==> src/sbrg_map.svh <==
// Purpose: Register offsets, field positions, reset values and counts for the rate generator
// Assumes: APB with 32-bit data, one aligned word per register
// Notes: Included by bare name
`ifndef SBRG_MAP_SVH
`define SBRG_MAP_SVH
`define SBRG_RATE_SEL_OFFSET 12'h000
`define SBRG_STATUS_OFFSET 12'h004
`define SBRG_DIVSR_LSB 0
`define SBRG_DIVSR_MSB 2
`define SBRG_PRESC_LSB 4
`define SBRG_PRESC_MSB 5
`define SBRG_RATE_SEL_RESET 8'h00
`define SBRG_FIXED_DIV 64
`define SBRG_PRE_DIV_1 4'h1
`define SBRG_PRE_DIV_3 4'h3
`define SBRG_PRE_DIV_4 4'h4
`define SBRG_PRE_DIV_13 4'hD
`endif

==> src/sbrg_pkg.sv <==
// Purpose: Types for the serial rate generator
// Assumes: Nothing beyond the map header
// Notes: Prescale encodings as the field stores them
package sbrg_pkg;
  typedef enum logic [1:0] {
    SBRG_PRE_1 = 2'b00,
    SBRG_PRE_3 = 2'b01,
    SBRG_PRE_4 = 2'b10,
    SBRG_PRE_13 = 2'b11
  } sbrg_presc_e;
  typedef logic [2:0] sbrg_divsr_t;
endpackage

==> src/sbrg_rate_gen.sv <==
// Purpose: Serial bit rate generator with APB register access
//   Divides the clock by a fixed stage, a prescale and a power of two
// Assumes: One 20 MHz clock, synchronous active-high reset
//   The APB master holds each request until it sees pready high
// Notes: One tick per bit time feeds both receiver and transmitter
//   Any write to the rate select word restarts the chain from zero
//   The status word shows the prescale and divisor counters and is read only
`timescale 1ns/10ps
`include "sbrg_map.svh"

// How it works
// - One rate setting drives a single tick shared by receiver and transmitter.
// - Two-bit prescale field picks divide by 1, 3, 4 or 13, read/write.
// - Three-bit rate divisor field divides by two to the field value, read/write.
// - Bit rate is clock over 64 times prescale value times rate divisor.
// - Reset clears both fields, giving the fastest rate.
module sbrg_rate_gen
#(
  parameter int FIXED_DIV = `SBRG_FIXED_DIV
)
(
  // Clock and reset
  input wire logic sys_clk_i,
  input wire logic sys_rst_i,
  // APB slave
  input wire logic psel_i,
  input wire logic penable_i,
  input wire logic pwrite_i,
  input wire logic [11:0] paddr_i,
  input wire logic [31:0] pwdata_i,
  output logic [31:0] prdata_o,
  output logic pready_o,
  output logic pslverr_o,
  // Rate tick to receiver and transmitter
  output logic rate_tick_o
);

  // Fixed stage counter width; FIXED_DIV must be 2 or more, not necessarily a power of two
  localparam int FW = $clog2(FIXED_DIV);

  // Configuration fields
  logic [1:0] presc_q, presc_d;
  logic [2:0] divsr_q, divsr_d;

  // Decoded divisions of the two fields
  logic [3:0] prescale_value;
  logic [7:0] rate_divisor_value;

  // Chain counters and terminal counts
  logic [FW-1:0] fix_cnt;
  logic [3:0] pre_cnt;
  logic [6:0] div_cnt;
  logic [3:0] pre_last;
  logic [6:0] div_last;

  // Stage ends, each a one-cycle enable for the next stage
  logic fix_end;
  logic pre_end;
  logic div_end;

  // Rate tick register
  logic tick_q, tick_d;

  // Bus answer registers
  logic [31:0] prdata_q, prdata_d;
  logic pready_q, pready_d;
  logic pslverr_q, pslverr_d;

  // Bus decode and read mux
  logic setup;
  logic wr_cfg;
  logic [31:0] rd_word;
  logic rd_err;

  // Prescale lookup from field
  always_comb
  begin
    unique case (sbrg_pkg::sbrg_presc_e'(presc_q))
      sbrg_pkg::SBRG_PRE_1: prescale_value = `SBRG_PRE_DIV_1;
      sbrg_pkg::SBRG_PRE_3: prescale_value = `SBRG_PRE_DIV_3;
      sbrg_pkg::SBRG_PRE_4: prescale_value = `SBRG_PRE_DIV_4;
      sbrg_pkg::SBRG_PRE_13: prescale_value = `SBRG_PRE_DIV_13;
    endcase
  end

  // Divisor is a power of two
  assign rate_divisor_value = 8'h01 << divsr_q;

  // Terminal counts; both fit their counters for every field code
  assign pre_last = prescale_value - 4'h1;
  assign div_last = 7'(rate_divisor_value - 8'h01);

  // Access decode; pready answers in the first access cycle, never a wait state
  assign setup = psel_i && !penable_i;
  assign wr_cfg = psel_i && penable_i && pwrite_i && (paddr_i == `SBRG_RATE_SEL_OFFSET);

  // Field next state; a refused address leaves the fields alone
  always_comb
  begin
    presc_d = presc_q;
    divsr_d = divsr_q;
    if (wr_cfg)
    begin
      presc_d = pwdata_i[`SBRG_PRESC_MSB:`SBRG_PRESC_LSB];
      divsr_d = pwdata_i[`SBRG_DIVSR_MSB:`SBRG_DIVSR_LSB];
    end
  end

  // Field registers; a single setting serves receiver and transmitter
  always_ff @(posedge sys_clk_i)
  begin
    if (sys_rst_i)
    begin
      presc_q <= 2'(`SBRG_RATE_SEL_RESET >> `SBRG_PRESC_LSB);
      divsr_q <= 3'(`SBRG_RATE_SEL_RESET >> `SBRG_DIVSR_LSB);
    end
    else
    begin
      presc_q <= presc_d;
      divsr_q <= divsr_d;
    end
  end

  // Read mux; bits outside the fields read as zero
  always_comb
  begin
    rd_word = 32'h0000_0000;
    rd_err = 1'b0;
    unique case (paddr_i)
      `SBRG_RATE_SEL_OFFSET:
      begin
        rd_word[`SBRG_PRESC_MSB:`SBRG_PRESC_LSB] = presc_q;
        rd_word[`SBRG_DIVSR_MSB:`SBRG_DIVSR_LSB] = divsr_q;
      end
      `SBRG_STATUS_OFFSET:
      begin
        // Counters only; the fixed stage stays hidden
        rd_word[6:0] = div_cnt;
        rd_word[11:8] = pre_cnt;
      end
      default: rd_err = 1'b1; // Unmapped address
    endcase
  end

  // Bus answer next state; only a setup cycle launches an answer
  always_comb
  begin
    prdata_d = prdata_q;
    pready_d = 1'b0;
    pslverr_d = 1'b0;
    if (setup)
    begin
      pready_d = 1'b1;
      prdata_d = rd_word;
      pslverr_d = rd_err;
    end
  end

  // Bus answer registers; read data holds until the next setup
  always_ff @(posedge sys_clk_i)
  begin
    if (sys_rst_i)
    begin
      prdata_q <= 32'h0000_0000;
      pready_q <= 1'b0;
      pslverr_q <= 1'b0;
    end
    else
    begin
      prdata_q <= prdata_d;
      pready_q <= pready_d;
      pslverr_q <= pslverr_d;
    end
  end

  // Fixed stage; runs every clock and wraps once per FIXED_DIV clocks
  sbrg_div_stage
  #(
    .WIDTH(FW)
  )
  fix_stage_inst
  (
    .sys_clk_i(sys_clk_i),
    .sys_rst_i(sys_rst_i),
    .restart_i(wr_cfg),
    .step_i(1'b1),
    .last_i(FW'(FIXED_DIV - 1)),
    .count_o(fix_cnt),
    .wrap_o(fix_end)
  );

  // Prescale stage; steps once per fixed stage wrap
  sbrg_div_stage
  #(
    .WIDTH(4)
  )
  pre_stage_inst
  (
    .sys_clk_i(sys_clk_i),
    .sys_rst_i(sys_rst_i),
    .restart_i(wr_cfg),
    .step_i(fix_end),
    .last_i(pre_last),
    .count_o(pre_cnt),
    .wrap_o(pre_end)
  );

  // Divisor stage; its wrap marks the end of a bit time
  sbrg_div_stage
  #(
    .WIDTH(7)
  )
  div_stage_inst
  (
    .sys_clk_i(sys_clk_i),
    .sys_rst_i(sys_rst_i),
    .restart_i(wr_cfg),
    .step_i(pre_end),
    .last_i(div_last),
    .count_o(div_cnt),
    .wrap_o(div_end)
  );

  // Tick next state; a write cancels a tick due in the same cycle
  always_comb
  begin
    tick_d = div_end;
    if (wr_cfg)
    begin
      tick_d = 1'b0;
    end
  end

  // Tick register; a one-cycle pulse per bit time for both directions
  always_ff @(posedge sys_clk_i)
  begin
    if (sys_rst_i)
    begin
      tick_q <= 1'b0;
    end
    else
    begin
      tick_q <= tick_d;
    end
  end

  // Outputs straight from flip-flops
  assign prdata_o = prdata_q;
  assign pready_o = pready_q;
  assign pslverr_o = pslverr_q;
  assign rate_tick_o = tick_q;

endmodule // sbrg_rate_gen

// Counter stage of the divider chain; one copy per stage
// Restart wins over a step, so a write always lands on a clean zero
// The wrap pulse is combinational: the next stage steps in the same cycle,
// which keeps the whole chain period an exact product of the stage counts
module sbrg_div_stage
#(
  parameter int WIDTH = 4
)
(
  // Clock and reset
  input wire logic sys_clk_i,
  input wire logic sys_rst_i,
  // Chain control
  input wire logic restart_i,
  input wire logic step_i,
  input wire logic [WIDTH-1:0] last_i,
  // Count and wrap pulse
  output logic [WIDTH-1:0] count_o,
  output logic wrap_o
);

  // Stage counter
  logic [WIDTH-1:0] count_q, count_d;

  // Wrap on a step taken at the terminal count
  assign wrap_o = step_i && (count_q == last_i);

  // Counter next state
  always_comb
  begin
    count_d = count_q;
    if (step_i)
    begin
      count_d = wrap_o ? '0 : count_q + WIDTH'(1);
    end
    if (restart_i)
    begin
      count_d = '0;
    end
  end

  // Counter register
  always_ff @(posedge sys_clk_i)
  begin
    if (sys_rst_i)
    begin
      count_q <= '0;
    end
    else
    begin
      count_q <= count_d;
    end
  end

  // Count, seen by the status word for the prescale and divisor stages only
  assign count_o = count_q;

endmodule // sbrg_div_stage

==> config.mk <==
export PLATFORM = sky130hd
export DESIGN_NAME = sbrg_rate_gen
export DESIGN_NICKNAME = d
export VERILOG_FILES = /design/src/sbrg_pkg.sv /design/src/sbrg_rate_gen.sv
export VERILOG_INCLUDE_DIRS = /design/src /design/src/src
export SDC_FILE = /design/constraint.sdc
export NUM_CORES = 1
export LEC_CHECK = 0
export BUFFER_PORTS_ARGS = -buffer_cell sky130_fd_sc_hd__buf_2
export CAP_MARGIN = 10
export CORE_UTILIZATION = 45
export CTS_CLUSTER_SIZE = 30
export DETAILED_ROUTE_END_ITERATION = 10
export PLACE_DENSITY = 0.86
export SYNTH_ARGS = -nofsm -noshare
export SYNTH_HDL_FRONTEND = slang
export SYNTH_SLANG_ARGS = --single-unit
export TNS_END_PERCENT = 100
==> constraint.sdc <==
create_clock -name sys_clk_i -period 3.1 [get_ports sys_clk_i]
set_input_delay 0.31 -clock sys_clk_i [delete_from_list [all_inputs] [get_ports sys_clk_i]]
set_output_delay 0.31 -clock sys_clk_i [all_outputs]
set_load 0.1 [all_outputs]
Word level (Yosys, flattened, before mapping):

Index checks and enable logic that the tools add are counted.

* shifts and indexed selects: 1
* reduce and logical (&&, ||, !) cells: 13
* equal/unequal tests: 7
* muxes and demuxes: 10
* add/subtract/negate cells: 5
* bitwise gates (word level): 1

Operators by type and width (number)
* one-hot mux 4 bit (4 select lines): 1
* == test 12 x 3 -> 1 bit (second input constant): 1
* zero test 12 bit: 1
* two-way mux 4 bit: 2
* adder 7 x 1 -> 7 bit (second input constant): 1
* == test 7 bit: 1
* two-way mux 7 bit: 1
* left shift 1 x 3 -> 7 bit (first input constant): 1
* subtractor 7 x 1 -> 7 bit (second input constant): 1
* adder 6 x 1 -> 6 bit (second input constant): 1
* == test 6 bit (second input constant): 1
* logical AND 1 bit: 6
* one-hot mux 3 bit (2 select lines): 1
* OR reduction 2 bit: 3
* adder 4 x 1 -> 4 bit (second input constant): 1
* == test 2 bit (second input constant): 2
* == test 4 bit: 1
* two-way mux 1 bit: 4
* one-hot mux 2 bit (2 select lines): 1
* subtractor 4 x 1 -> 4 bit (second input constant): 1
* OR reduction 3 bit: 1
* == test 2 x 1 -> 1 bit (second input constant): 1
* zero test 2 bit: 1
* zero test 1 bit: 1
* inverter 1 bit: 1

* word-level logic and storage cells: 46
* output and inout port bits: 35
* register bits after elaboration: 36

Logic depth before layout (Yosys ltp):

Gate-level depths: netlist of the first run.

* depth after elaboration: 7
* mapped depth: 8

Hierarchy:

From an unflattened synthesis of the first run, not the netlist that was laid out.

* cells, all modules: 225
* area total of the unflattened synthesis: 2095.8 sq um

By module, submodules not included
* sbrg_rate_gen: cells an instance 120, times used 1, seq. area each 380.4 sq um, area an instance 1108.6 sq um
* sbrg_div_stage at div_stage_inst: cells an instance 43, times used 1, seq. area each 140.1 sq um, area an instance 395.4 sq um
* sbrg_div_stage at fix_stage_inst: cells an instance 38, times used 1, seq. area each 120.1 sq um, area an instance 345.3 sq um
* sbrg_div_stage at pre_stage_inst: cells an instance 24, times used 1, seq. area each 80.1 sq um, area an instance 246.5 sq um

Least setup slack after synthesis of the first run:

No wires, ideal clock.

* path type: flip-flop to flip-flop
* from: register presc_q[0]
* to: register div_stage_inst.count_q[1] (netlist: div_stage_inst.count_o[1])
* clock period less this slack: 2.190 ns
* setup slack: 0.910 ns
* cell stages (with the launch flop): 8
* buffers on the path: 0
* data required time: 2.983 ns
* arrival: 2.073 ns
* path through: dfxtp_1 inv_1 ha_1 xor2_1 o211ai_2 or2_1 or4_1 a32o_1

* longest elaborated chain between the ends: 7

RTL lines
* start: declaration: RTL line sbrg_rate_gen.sv:42 `logic [1:0] presc_q, presc_d;`
* start signal: assignment: RTL line sbrg_rate_gen.sv:114 `` presc_q <= 2'(`SBRG_RATE_SEL_RESET >> `SBRG_PRESC_LSB); ``
* start signal: assignment: RTL line sbrg_rate_gen.sv:119 `presc_q <= presc_d;`
* == test 2 bit (tied with other cells): RTL line sbrg_rate_gen.sv:78 `unique case (sbrg_pkg::sbrg_presc_e'(presc_q))`
* one-hot mux 4 bit (4 select lines) (*): RTL line sbrg_rate_gen.sv:78
* subtractor 4 x 1 -> 4 bit (*): RTL line sbrg_rate_gen.sv:90 `assign pre_last = prescale_value - 4'h1;`
* == test 4 bit (*): RTL line sbrg_rate_gen.sv:280 `assign wrap_o = step_i && (count_q == last_i);`
* logical AND 1 bit (*): RTL line sbrg_rate_gen.sv:280
* logical AND 1 bit: RTL line sbrg_rate_gen.sv:280
* two-way mux 7 bit: RTL line sbrg_rate_gen.sv:288 `count_d = wrap_o ? '0 : count_q + WIDTH'(1);`
* end signal: assignment: RTL line sbrg_rate_gen.sv:305 `count_q <= count_d;`
* end: declaration: RTL line sbrg_rate_gen.sv:277 `logic [WIDTH-1:0] count_q, count_d;`

Every way passes the cells marked *; elsewhere a longest branch is shown, timed or not.
A chain may end at the register's enable or synchronous reset.

Worst setup path in the final report of the first run:

Ends and elaborated chain as after synthesis.

==> results of run 1 <==
## placed cells by master, fill, tap and decap left out, types with 4 or more instances in the layout
master | netlist | layout
nand2_1 | 26 | 26
xor2_1 | 5 | 5
xnor2_1 | 9 | 9
a21oi_1 | 8 | 8
and3_1 | 4 | 4
nor4_1 | 5 | 5
buf_2 | 0 | 35
mux2i_1 | 5 | 5
a22oi_1 | 5 | 5
mux2_2 | 4 | 4
clkbuf_8 | 0 | 5
conb_1 | 1 | 21
nand3_1 | 6 | 6
nor3_1 | 13 | 13
ha_1 | 5 | 5
nor2_1 | 25 | 25
dfxtp_1 | 36 | 36
inv_1 | 4 | 4
## state kept, by name, summed over array words and instances, names as in the netlist
| name | cells |
|---|---|
| rate_tick_o | 1 |
| div_stage_inst.count_o | 7 |
| pre_stage_inst.count_o | 4 |
| pslverr_o | 1 |
| divsr_q | 3 |
| presc_q | 2 |
| fix_stage_inst.count_o | 6 |
| pready_o | 1 |
| prdata_o | 11 |
## worst max-delay path, stage by stage, from the launching register on
cell	delay, ps
dfxtp_1	370
inv_1	70
ha_1	300
xor2_1	160
o211ai_2	220
or2_1	350
or4_1	590
a32o_1	270
## metrics by stage
stage               utilization [%]  power [mW]  area (um2)  setup slack [ps]  hold WS [ps]
floorplan                         -      0.6391        1953             909.7         417.6
global placement              49.70      0.6336        1988             760.2         432.8
detailed placement            49.70      0.6343        1988             719.7         443.0
CTS                           51.64      0.9423        2066             677.4         246.9
global route                  51.64      0.9683        2066             546.9         241.9
finish                        51.64      0.9348        2066             658.4         249.4
## worst max path at each step
stage | startpoint | to | slack (ps) | cells after the start
finish | presc_q[0]$_SDFFE_PP0P_ | div_stage_inst.count_o[1]$_SDFFE_PP0P_ | 660 | 7
global route | presc_q[0]$_SDFFE_PP0P_ | div_stage_inst.count_o[1]$_SDFFE_PP0P_ | 550 | 7
CTS | presc_q[0]$_SDFFE_PP0P_ | div_stage_inst.count_o[1]$_SDFFE_PP0P_ | 680 | 7
detailed placement | presc_q[0]$_SDFFE_PP0P_ | div_stage_inst.count_o[1]$_SDFFE_PP0P_ | 720 | 7
global placement | presc_q[0]$_SDFFE_PP0P_ | div_stage_inst.count_o[1]$_SDFFE_PP0P_ | 760 | 7
floorplan | presc_q[0]$_SDFFE_PP0P_ | div_stage_inst.count_o[1]$_SDFFE_PP0P_ | 910 | 7
## kinds of logic (layout without fill, tap and decap cells)
kind of cell             count (synthesis)  count (layout)  share of synthesized area, %
XOR/XNOR                                14              14                         6.529
buffers and inverters                   37              48                         12.39
flip-flops                              36              36                         38.37
adder cells (fa/ha/maj)                  5               5                         3.331
other                                    1              21                        0.1997
AND/OR/NAND/NOR                         98              98                         26.92
AO/OA/AOI/OAI                           20              20                         7.196
multiplexers                             9               9                         5.063
## layer usage
metal	track usage (%)	vias up	wire length, um
li1	-	767	-
met1	20.42	682	1599
met2	25.63	34	1652
met4	9.840	0	72
met3	5.137	7	121
met5	0	-	0
## cell type report
type	instances	area share [%]
timing repair buffer	37	9.207
clock buffer	6	3.513
sequential	36	34.89
clock inverter	1	0.2423
inverter	4	0.7268
multi-input combinational	167	48.39
tap	50	3.028
## where the power goes
group	switching (mW)	internal, mW
Combinational	0.137	0.0177
Clock	0.158	0.153
Sequential	0.00224	0.467
## cell usage after synthesis, types with 2 or more instances
library cell | instances | area (um2)
ha_1 | 5 | 62.56
a21oi_1 | 8 | 40.04
or4_1 | 2 | 15.01
or4_4 | 2 | 22.52
nand2_1 | 26 | 97.59
xor2_1 | 5 | 43.79
and2_1 | 2 | 12.51
or3_1 | 2 | 12.51
nor4_1 | 5 | 31.28
dfxtp_1 | 36 | 720.7
a22oi_1 | 5 | 37.54
nor3_1 | 13 | 65.06
nor2_1 | 25 | 93.84
nand3_1 | 6 | 30.03
xnor2_1 | 9 | 78.83
mux2_2 | 4 | 45.04
mux2i_1 | 5 | 50.05
inv_1 | 4 | 15.01
nor4_2 | 2 | 25.02
o21ai_0 | 2 | 10.01
clkbuf_1 | 9 | 33.78
buf_4 | 23 | 172.7
and3_1 | 4 | 25.02
==> out/qor.yml, run 1 <==
layout:
  finalNetCount: 305
  seq_area_um2: 720.7
  synthToLayoutAreaGrowth_pct: 9.993
  nFillCells: 380
  multi_input_area_um2: 999.7
  finalNonFillerCells: 301
  antenna_cells: 0
  drive_above_1_share_pct: 21.91
synth:
  ys_warn_count: 0
  synthesis.area_um2: 1878
  synth_ff_type: "dfxtp_1"
  syn_area_per_cell_um2: 8.537
  synth_cell_types: 39
  synth_edf_count: 0
  synth_seq_cells: 36
  syn_inst: 220
  yosysSeqAreaShare_pct: 38.37
  async_flop_share_pct: 0
route:
  remaining_drc_errors: 0
  vias_per_cell: 4.950
  initialDrtViolationCount: 66
  via_count: 1490
  ant_nets: 0
  first_pass_iters: 4
  wl_per_cell_um: 11.45
  routed_wl_um: 3445
global_route:
  grt.total_usage_pct: 16.74
  grt_pass1_vias: 1249
  antenna_found_initial: 0
  grt_overflow_total: 0
  grt_pass1_wl_um: 5430
  grt_max_degree: 21
cts:
  clockBufferDepth: 2
  cts_tree: "built"
  cts_made_buffers: 5
  numClockSinks: 36
  clkTransAtPathRegs_ps: 70
  cts_root_buf: "clkbuf_8"
  clock_latency_ps: 290
  cts_setup_buffers: 0
  h-tree-depth: 2
  hold_buffers: 0
  post_cts_resized: 0
setup_path:
  cp.required_ps: 3280
  critical_path_arrival_ps: 2620
  critPathKind: "flip-flop to flip-flop"
  worstRegToRegCells: 7
  crit_path_max_fanout: 8
  endpoint_kind: "flip-flop"
  reg2reg_slack_ps: 660
  r2r_start: "presc_q[0]$_SDFFE_PP0P_"
  setup.worst_path.start_class: "flip-flop"
  timing.rr.end: "div_stage_inst.count_o[1]$_SDFFE_PP0P_"
run:
  maxCapViolCount: 0
sta:
  min_period_over_period_pct: 78.76
  setup_violations: 0
  fmaxAchievable_mhz: 409.6
  period_needed_ps: 2442
  slew_headroom_pct: 61.80
  tightestPinTransition_ps: 568.3
  tns_ps: 0
  worst_clock_skew_ps: 7.210
  drv_slew: 0
  hold_viol: 0
  rsz0062_at_grt: "no"
power:
  power_density_nw_per_um2: 452.5
  p_leak_nw: 0.9146
  ir_drop_mv: 0.2902
die:
  rows: 23
  initial_utilization_pct: 46.95
  core_um2: 4000
  die-area_um2: 4436
  ios: 84
  die_h_um: 66.60
  fp.dieW_um: 66.60
worst_hold_path:
  holdCritStartpoint: "pwdata_i[2]"
  hold_end: "divsr_q[2]$_SDFFE_PP0P_"
  hp-class: "input port to flip-flop"
  hold_path_depth: 3
placement:
  dpl.hpwl_um: 2517
  dp_cells: 294
  port_buffers: 35
  place.gp.congestion: 0.8109
run_status:
  status: "finished, final reports clean"
Note: power is estimated with default switching activity, not from simulation.
==> inputs of run 2 (changes only) <==
CORE_UTILIZATION = 42   (was 45)
PLACE_DENSITY = 0.84   (was 0.86)
clock period = 2.05 ns   (was 3.1 ns; I/O delays follow)
==> run 2 against run 1 <==
Net effect:
- register-to-register slack lost 580 ps
- non-clock buffer count rose by 12
- cell area increased by 6.8%
- clock skew rose by 2.5 ps
- count of clock-buffer cells in the layout unchanged
- critical path depth fell by 1
- via count grew 2.9%
- die area rose by 6.9%
- first-iteration DRC count is 23% lower
- total power grew 67%
- critical path type unchanged
- largest cell class unchanged
- largest power group unchanged
==> out/qor.yml, run 2 (same netlist as run 1, synthesis figures left out) <==
global_route:
  antenna_found_initial: 0  # unchanged
  grt_pass1_vias: 1249  # unchanged
  grt_overflow_total: 0  # unchanged
  grt.total_usage_pct: 15.99  # -0.74 points
  grt_max_degree: 21  # unchanged
  grt_pass1_wl_um: 5464  # +0.63%
run:
  maxCapViolCount: 0  # unchanged
sta:
  fin_ws_ps: 82.20  # -576.2 ps
  period_needed_ps: 1968  # -473.8 ps
  hold_viol: 0  # unchanged
  tns_ps: 0  # unchanged
  fmaxAchievable_mhz: 508.2  # +24%
  drv_slew: 0  # unchanged
  worst_clock_skew_ps: 9.683  # +2.474 ps
  setup_violations: 0  # unchanged
  rsz0062_at_grt: "no"
  min_period_over_period_pct: 95.99  # +17 points
  holdWs_ps: 148.6  # -100.8 ps
route:
  ant_nets: 0  # unchanged
  vias_per_cell: 4.882  # -1.4%
  routed_wl_um: 3596  # +4.4%
  wl_per_cell_um: 11.45  # about the same
  via_count: 1533  # +2.9%
  remaining_drc_errors: 0  # unchanged
  first_pass_iters: 4  # unchanged
  initialDrtViolationCount: 51  # -23%
die:
  fp.dieW_um: 68.87  # +3.4%
  core_um2: 4144  # +3.6%
  ios: 84  # unchanged
  initial_utilization_pct: 45.32  # -1.6 points
  die-area_um2: 4743  # +6.9%
  rows: 23  # unchanged
  die_h_um: 68.87  # +3.4%
layout:
  finalInstanceArea_um2: 2206  # +6.8%
  layout_common_cells: "dfxtp_1, buf_2, nand2_1, nor2_1, conb_1"
  largest_reg_flops: 11  # unchanged
  drive_above_1_share_pct: 27.65  # +5.7 points
  finalNetCount: 317  # +3.9%
  synthToLayoutAreaGrowth_pct: 17.46
  antenna_cells: 0  # unchanged
cts:
  h-tree-depth: 2  # unchanged
  numClockSinks: 36  # unchanged
  clkTransAtPathRegs_ps: 70  # about the same
  cts_tree: "built"
  clock_latency_ps: 290  # about the same
  clockBufferDepth: 2  # unchanged
  cts_root_buf: "clkbuf_8"
  cts_made_buffers: 5  # unchanged
  hold_buffers: 0  # unchanged
placement:
  pre_cts_ws_ps: 58.24  # -661.4 ps
  port_buffers: 35  # unchanged
  place.gp.congestion: 0.8368  # +3.2%
  placed_cell_area_um2: 2086  # +4.9%
  dpl.hpwl_um: 2693  # +7.0%
worst_hold_path:
  hp-class: "input port to flip-flop"
  holdCritStartpoint: "pwdata_i[2]"
setup_path:
  cp.required_ps: 2220  # -1060 ps
  setup.worst_path.start_class: "flip-flop"
  crit_chain: "ha_4 > xor2_1 > o211ai_2 > or2_4 > or4_4 > a32o_1"
  critical_path_arrival_ps: 2140  # -480 ps
  slowest_delay_ps: 440  # -150 ps
  r2r_start: "presc_q[1]$_SDFFE_PP0P_"
  endpoint_kind: "flip-flop"
  critPathKind: "flip-flop to flip-flop"
  critPathSlowestCell: "dfxtp_1"
  worstSetupStartpoint: "presc_q[1]$_SDFFE_PP0P_"
  crit_path_max_fanout: 4  # -4
run_status:
  status: "finished, final reports clean"
power:
  power_density_nw_per_um2: 706.6  # +56%
  p_leak_nw: 0.9966  # +9.0%
  ir_drop_mv: 0.5876  # +100%
## run 2: cell count changes in the layout (fill, tap and decap cells not counted), sizes merged
cell	delta
buf	+12
bufinv	+1
## run 2: worst paths after layout
check	end	slack [ps]	cells past startpoint
max	div_stage_inst.count_o[1]$_SDFFE_PP0P_	80	6
min	divsr_q[2]$_SDFFE_PP0P_	150	3
max reg2reg	div_stage_inst.count_o[1]$_SDFFE_PP0P_	80	6
min reg2reg	fix_stage_inst.count_o[0]$_SDFF_PP0_	450	1
## run 2: routing by layer
metal,wire length (um),track usage [%],vias to the layer above
li1,-,-,794
met1,1630,20.06,696
met2,1713,25.36,37
met3,206,5.592,6
met4,47,5.357,0
met5,0,0,-
## run 2: power breakdown
| part | leakage [nW] | internal [mW] | switching, mW |
|---|---|---|---|
| Sequential | 0.291 | 0.706 | 0.00348 |
| Combinational | 0.650 | 0.0311 | 0.209 |
| Clock | 0.0552 | 0.361 | 0.249 |
## run 2: final cells by class
| cell class | instances | area, um2 |
|---|---|---|
| multi-input cells | 167 | 1018 |
| clock buffers | 6 | 72.57 |
| fillers | 400 | 1938 |
| well taps | 50 | 62.56 |
| inverters | 4 | 15.01 |
| flip-flops and latches | 36 | 721.9 |
| repair buffers | 49 | 280.3 |
| clock inverters | 2 | 35.03 |
## run 2: per-stage QoR
stage          total power, mW  instances  util [%]
2_1_floorplan           0.9665        240         -
3_3_place_gp            0.9631        306     50.33
3_5_place_dp            0.9646        306     50.33
4_1_cts                  1.578        314     52.93
5_1_grt                  1.610        314     53.23
6_report                 1.559        314     53.23
## run 2: repair_timing
action | 4_1_cts | 5_1_grt
endpoints found under the setup margin | 0 | 8
gates resized for setup | 0 | 2
setup buffers | 0 | 0
## run 2: worst max-delay path: cells and delay by family, from the launching register on
kind,cells,cell delay [ps]
AND/OR/NAND/NOR,2,690
flip-flops,1,440
AO/OA/AOI/OAI,2,340
adder cells (fa/ha/maj),1,240
XOR/XNOR,1,140
==> inputs of run 3 (changes only) <==
BUFFER_PORTS_ARGS = unset   (was -buffer_cell sky130_fd_sc_hd__buf_2)
CORE_UTILIZATION = 45   (was 42)
DONT_BUFFER_PORTS = 1   (was unset)
PLACE_DENSITY = 0.71   (was 0.84)
==> run 3 against run 2 <==
Net effect:
- clock power decreased by 13%
- via count decreased by 6.2%
- critical endpoint unchanged
- register-to-register slack got worse by 40 ps
- sequential power about the same
- clock skew fell by 2.0 ps
- largest cell class unchanged
- die area down 6.5%
- combinational power down 9.2%
- critical path depth unchanged
- global-route usage is 0.99 points higher
- total power is 6.4% lower
- worst hold slack worse by 86 ps
- highest routed layer unchanged
==> out/qor.yml, run 3 (same netlist as run 1, synthesis figures left out) <==
die:
  initial_utilization_pct: 46.95  # +1.6 points
  rows: 23  # unchanged
  fp.dieW_um: 66.60  # -3.3%
  die-area_um2: 4436  # -6.5%
  core_um2: 4000  # -3.5%
  ios: 84  # unchanged
  die_h_um: 66.60  # -3.3%
layout:
  final_common_cell: "dfxtp_1"
  antenna_cells: 0  # unchanged
  drive_above_1_share_pct: 21.81  # -5.8 points
  largest_reg_flops: 11  # unchanged
  nFillCells: 370  # -7.5%
  seq_area_um2: 721.9  # unchanged
  synthToLayoutAreaGrowth_pct: 14.46
  finalNetCount: 296  # -6.6%
  layout_common_cells: "dfxtp_1, nand2_1, buf_4, nor2_1, conb_1"
  multi_input_area_um2: 1040  # +2.1%
placement:
  pre_cts_ws_ps: 25.07  # -33.17 ps
  place.gp.congestion: 0.8038  # -3.9%
  port_buffers: 0  # -100%
  dpl.hpwl_um: 2655  # -1.4%
route:
  vias_per_cell: 4.908  # +0.53%
  remaining_drc_errors: 0  # unchanged
  initialDrtViolationCount: 29  # -43%
  ant_nets: 0  # unchanged
  first_pass_iters: 4  # unchanged
  routed_wl_um: 3585  # -0.31%
  via_count: 1438  # -6.2%
  wl_per_cell_um: 12.24  # +6.8%
worst_hold_path:
  holdCritStartpoint: "pwdata_i[2]"
  hp-class: "input port to flip-flop"
run:
  maxCapViolCount: 0  # unchanged
sta:
  tightestPinTransition_ps: 672.2
  worst_clock_skew_ps: 7.707  # -1.976 ps
  min_period_over_period_pct: 98.13  # +2.1 points
  period_needed_ps: 2012  # +43.87 ps
  fin_ws_ps: 38.32  # -43.87 ps
  setup_violations: 0  # unchanged
  tns_ps: 0  # unchanged
  hold_viol: 0  # unchanged
  fmaxAchievable_mhz: 497.1  # -2.2%
  drv_slew: 0  # unchanged
  slew_headroom_pct: 55.04
setup_path:
  worstSetupStartpoint: "presc_q[1]$_SDFFE_PP0P_"
  cp.required_ps: 2230  # about the same
  r2r_start: "presc_q[1]$_SDFFE_PP0P_"
  endpoint_kind: "flip-flop"
  critPathKind: "flip-flop to flip-flop"
  setup.worst_path.start_class: "flip-flop"
  crit_path_max_fanout: 4  # unchanged
  critical_path_arrival_ps: 2190  # +50 ps
global_route:
  grt_overflow_total: 0  # unchanged
  grt_pass1_wl_um: 5575  # +2.0%
  grt_max_degree: 19  # -9.5%
  grt.total_usage_pct: 16.98  # +0.99 points
  antenna_found_initial: 0  # unchanged
  grt_pass1_vias: 1288  # +3.1%
run_status:
  status: "finished, final reports clean"
cts:
  cts_tree: "built"
  clock_latency_ps: 290  # about the same
  cts_root_buf: "clkbuf_8"
  clockBufferDepth: 2  # unchanged
  numClockSinks: 36  # unchanged
  cts_made_buffers: 5  # unchanged
  h-tree-depth: 2  # unchanged
  clkTransAtPathRegs_ps: 70  # about the same
power:
  power_density_nw_per_um2: 678.6  # -4.0%
  ir_drop_mv: 0.3961  # -33%
  p_leak_nw: 0.9056  # -9.1%
==> run 3: area by class of cell <==
class | count | share of cell area [%]
Clock buffer | 7 | 4.016
Inverter | 4 | 0.6985
Tap cell | 50 | 2.910
Sequential cell | 36 | 33.59
Timing Repair Buffer | 28 | 10.07
Clock inverter | 1 | 0.3492
Multi-Input combinational cell | 167 | 48.37
==> run 3: repair_timing <==
| item | in CTS | in global routing |
|---|---|---|
| setup buffers | 0 | 1 |
| hold buffers | 1 | 0 |
| resized for setup | 0 | 6 |
| setup endpoints to repair | 0 | 8 |
| hold endpoints to repair | 18 | 0 |
==> run 3: path summary, 6_finish.rpt <==
| check | to | slack [ps] | cells past startpoint |
|---|---|---|---|
| worst min-delay path | divsr_q[2]$_SDFFE_PP0P_ | 60 | 2 |
| worst min register to register | fix_stage_inst.count_o[0]$_SDFF_PP0_ | 450 | 1 |
| worst max register to register | div_stage_inst.count_o[1]$_SDFFE_PP0P_ | 40 | 6 |
| worst max-delay path | div_stage_inst.count_o[1]$_SDFFE_PP0P_ | 40 | 6 |
==> run 3: layer usage <==
| layer | vias up | GRT usage, % | wire length, um |
|---|---|---|---|
| li1 | 751 | - | - |
| met5 | - | 0 | 0 |
| met1 | 653 | 20.19 | 1691 |
| met2 | 27 | 27.90 | 1690 |
| met4 | 0 | 7.979 | 68 |
| met3 | 7 | 4.795 | 135 |
==> run 3: critical path, stage by stage, from the launching register on <==
cell and delay, ps:
dfxtp_1 450, ha_1 220, and3_1 190, o211ai_2 120, or2_4 260, or4_4 430
a32o_1 230
==> run 3: metrics by stage <==
| step | hold slack, ps | cell area (um2) | utilization, % | power (mW) | cells |
|---|---|---|---|---|---|
| 3_5_place_dp | 279.8 | 2001 | 50.02 | 0.9358 | 283 |
| 2_1_floorplan | 348.8 | 1961 | - | 0.9665 | 240 |
| 4_1_cts | 54.91 | 2105 | 52.61 | 1.466 | 292 |
| 3_3_place_gp | 275.8 | 2001 | 50.02 | 0.9355 | 283 |
| 5_1_grt | 67.71 | 2150 | 53.74 | 1.504 | 293 |
| 6_report | 62.81 | 2150 | 53.74 | 1.459 | 293 |
==> run 3: power by group <==
group / leakage (nW) / switching, mW / internal (mW) / total, mW
combinational: 0.570 / 0.200 / 0.0179 / 0.218
clock: 0.0445 / 0.259 / 0.273 / 0.532
sequential: 0.291 / 0.00365 / 0.705 / 0.709
total: 0.906 / 0.462 / 0.996 / 1.46
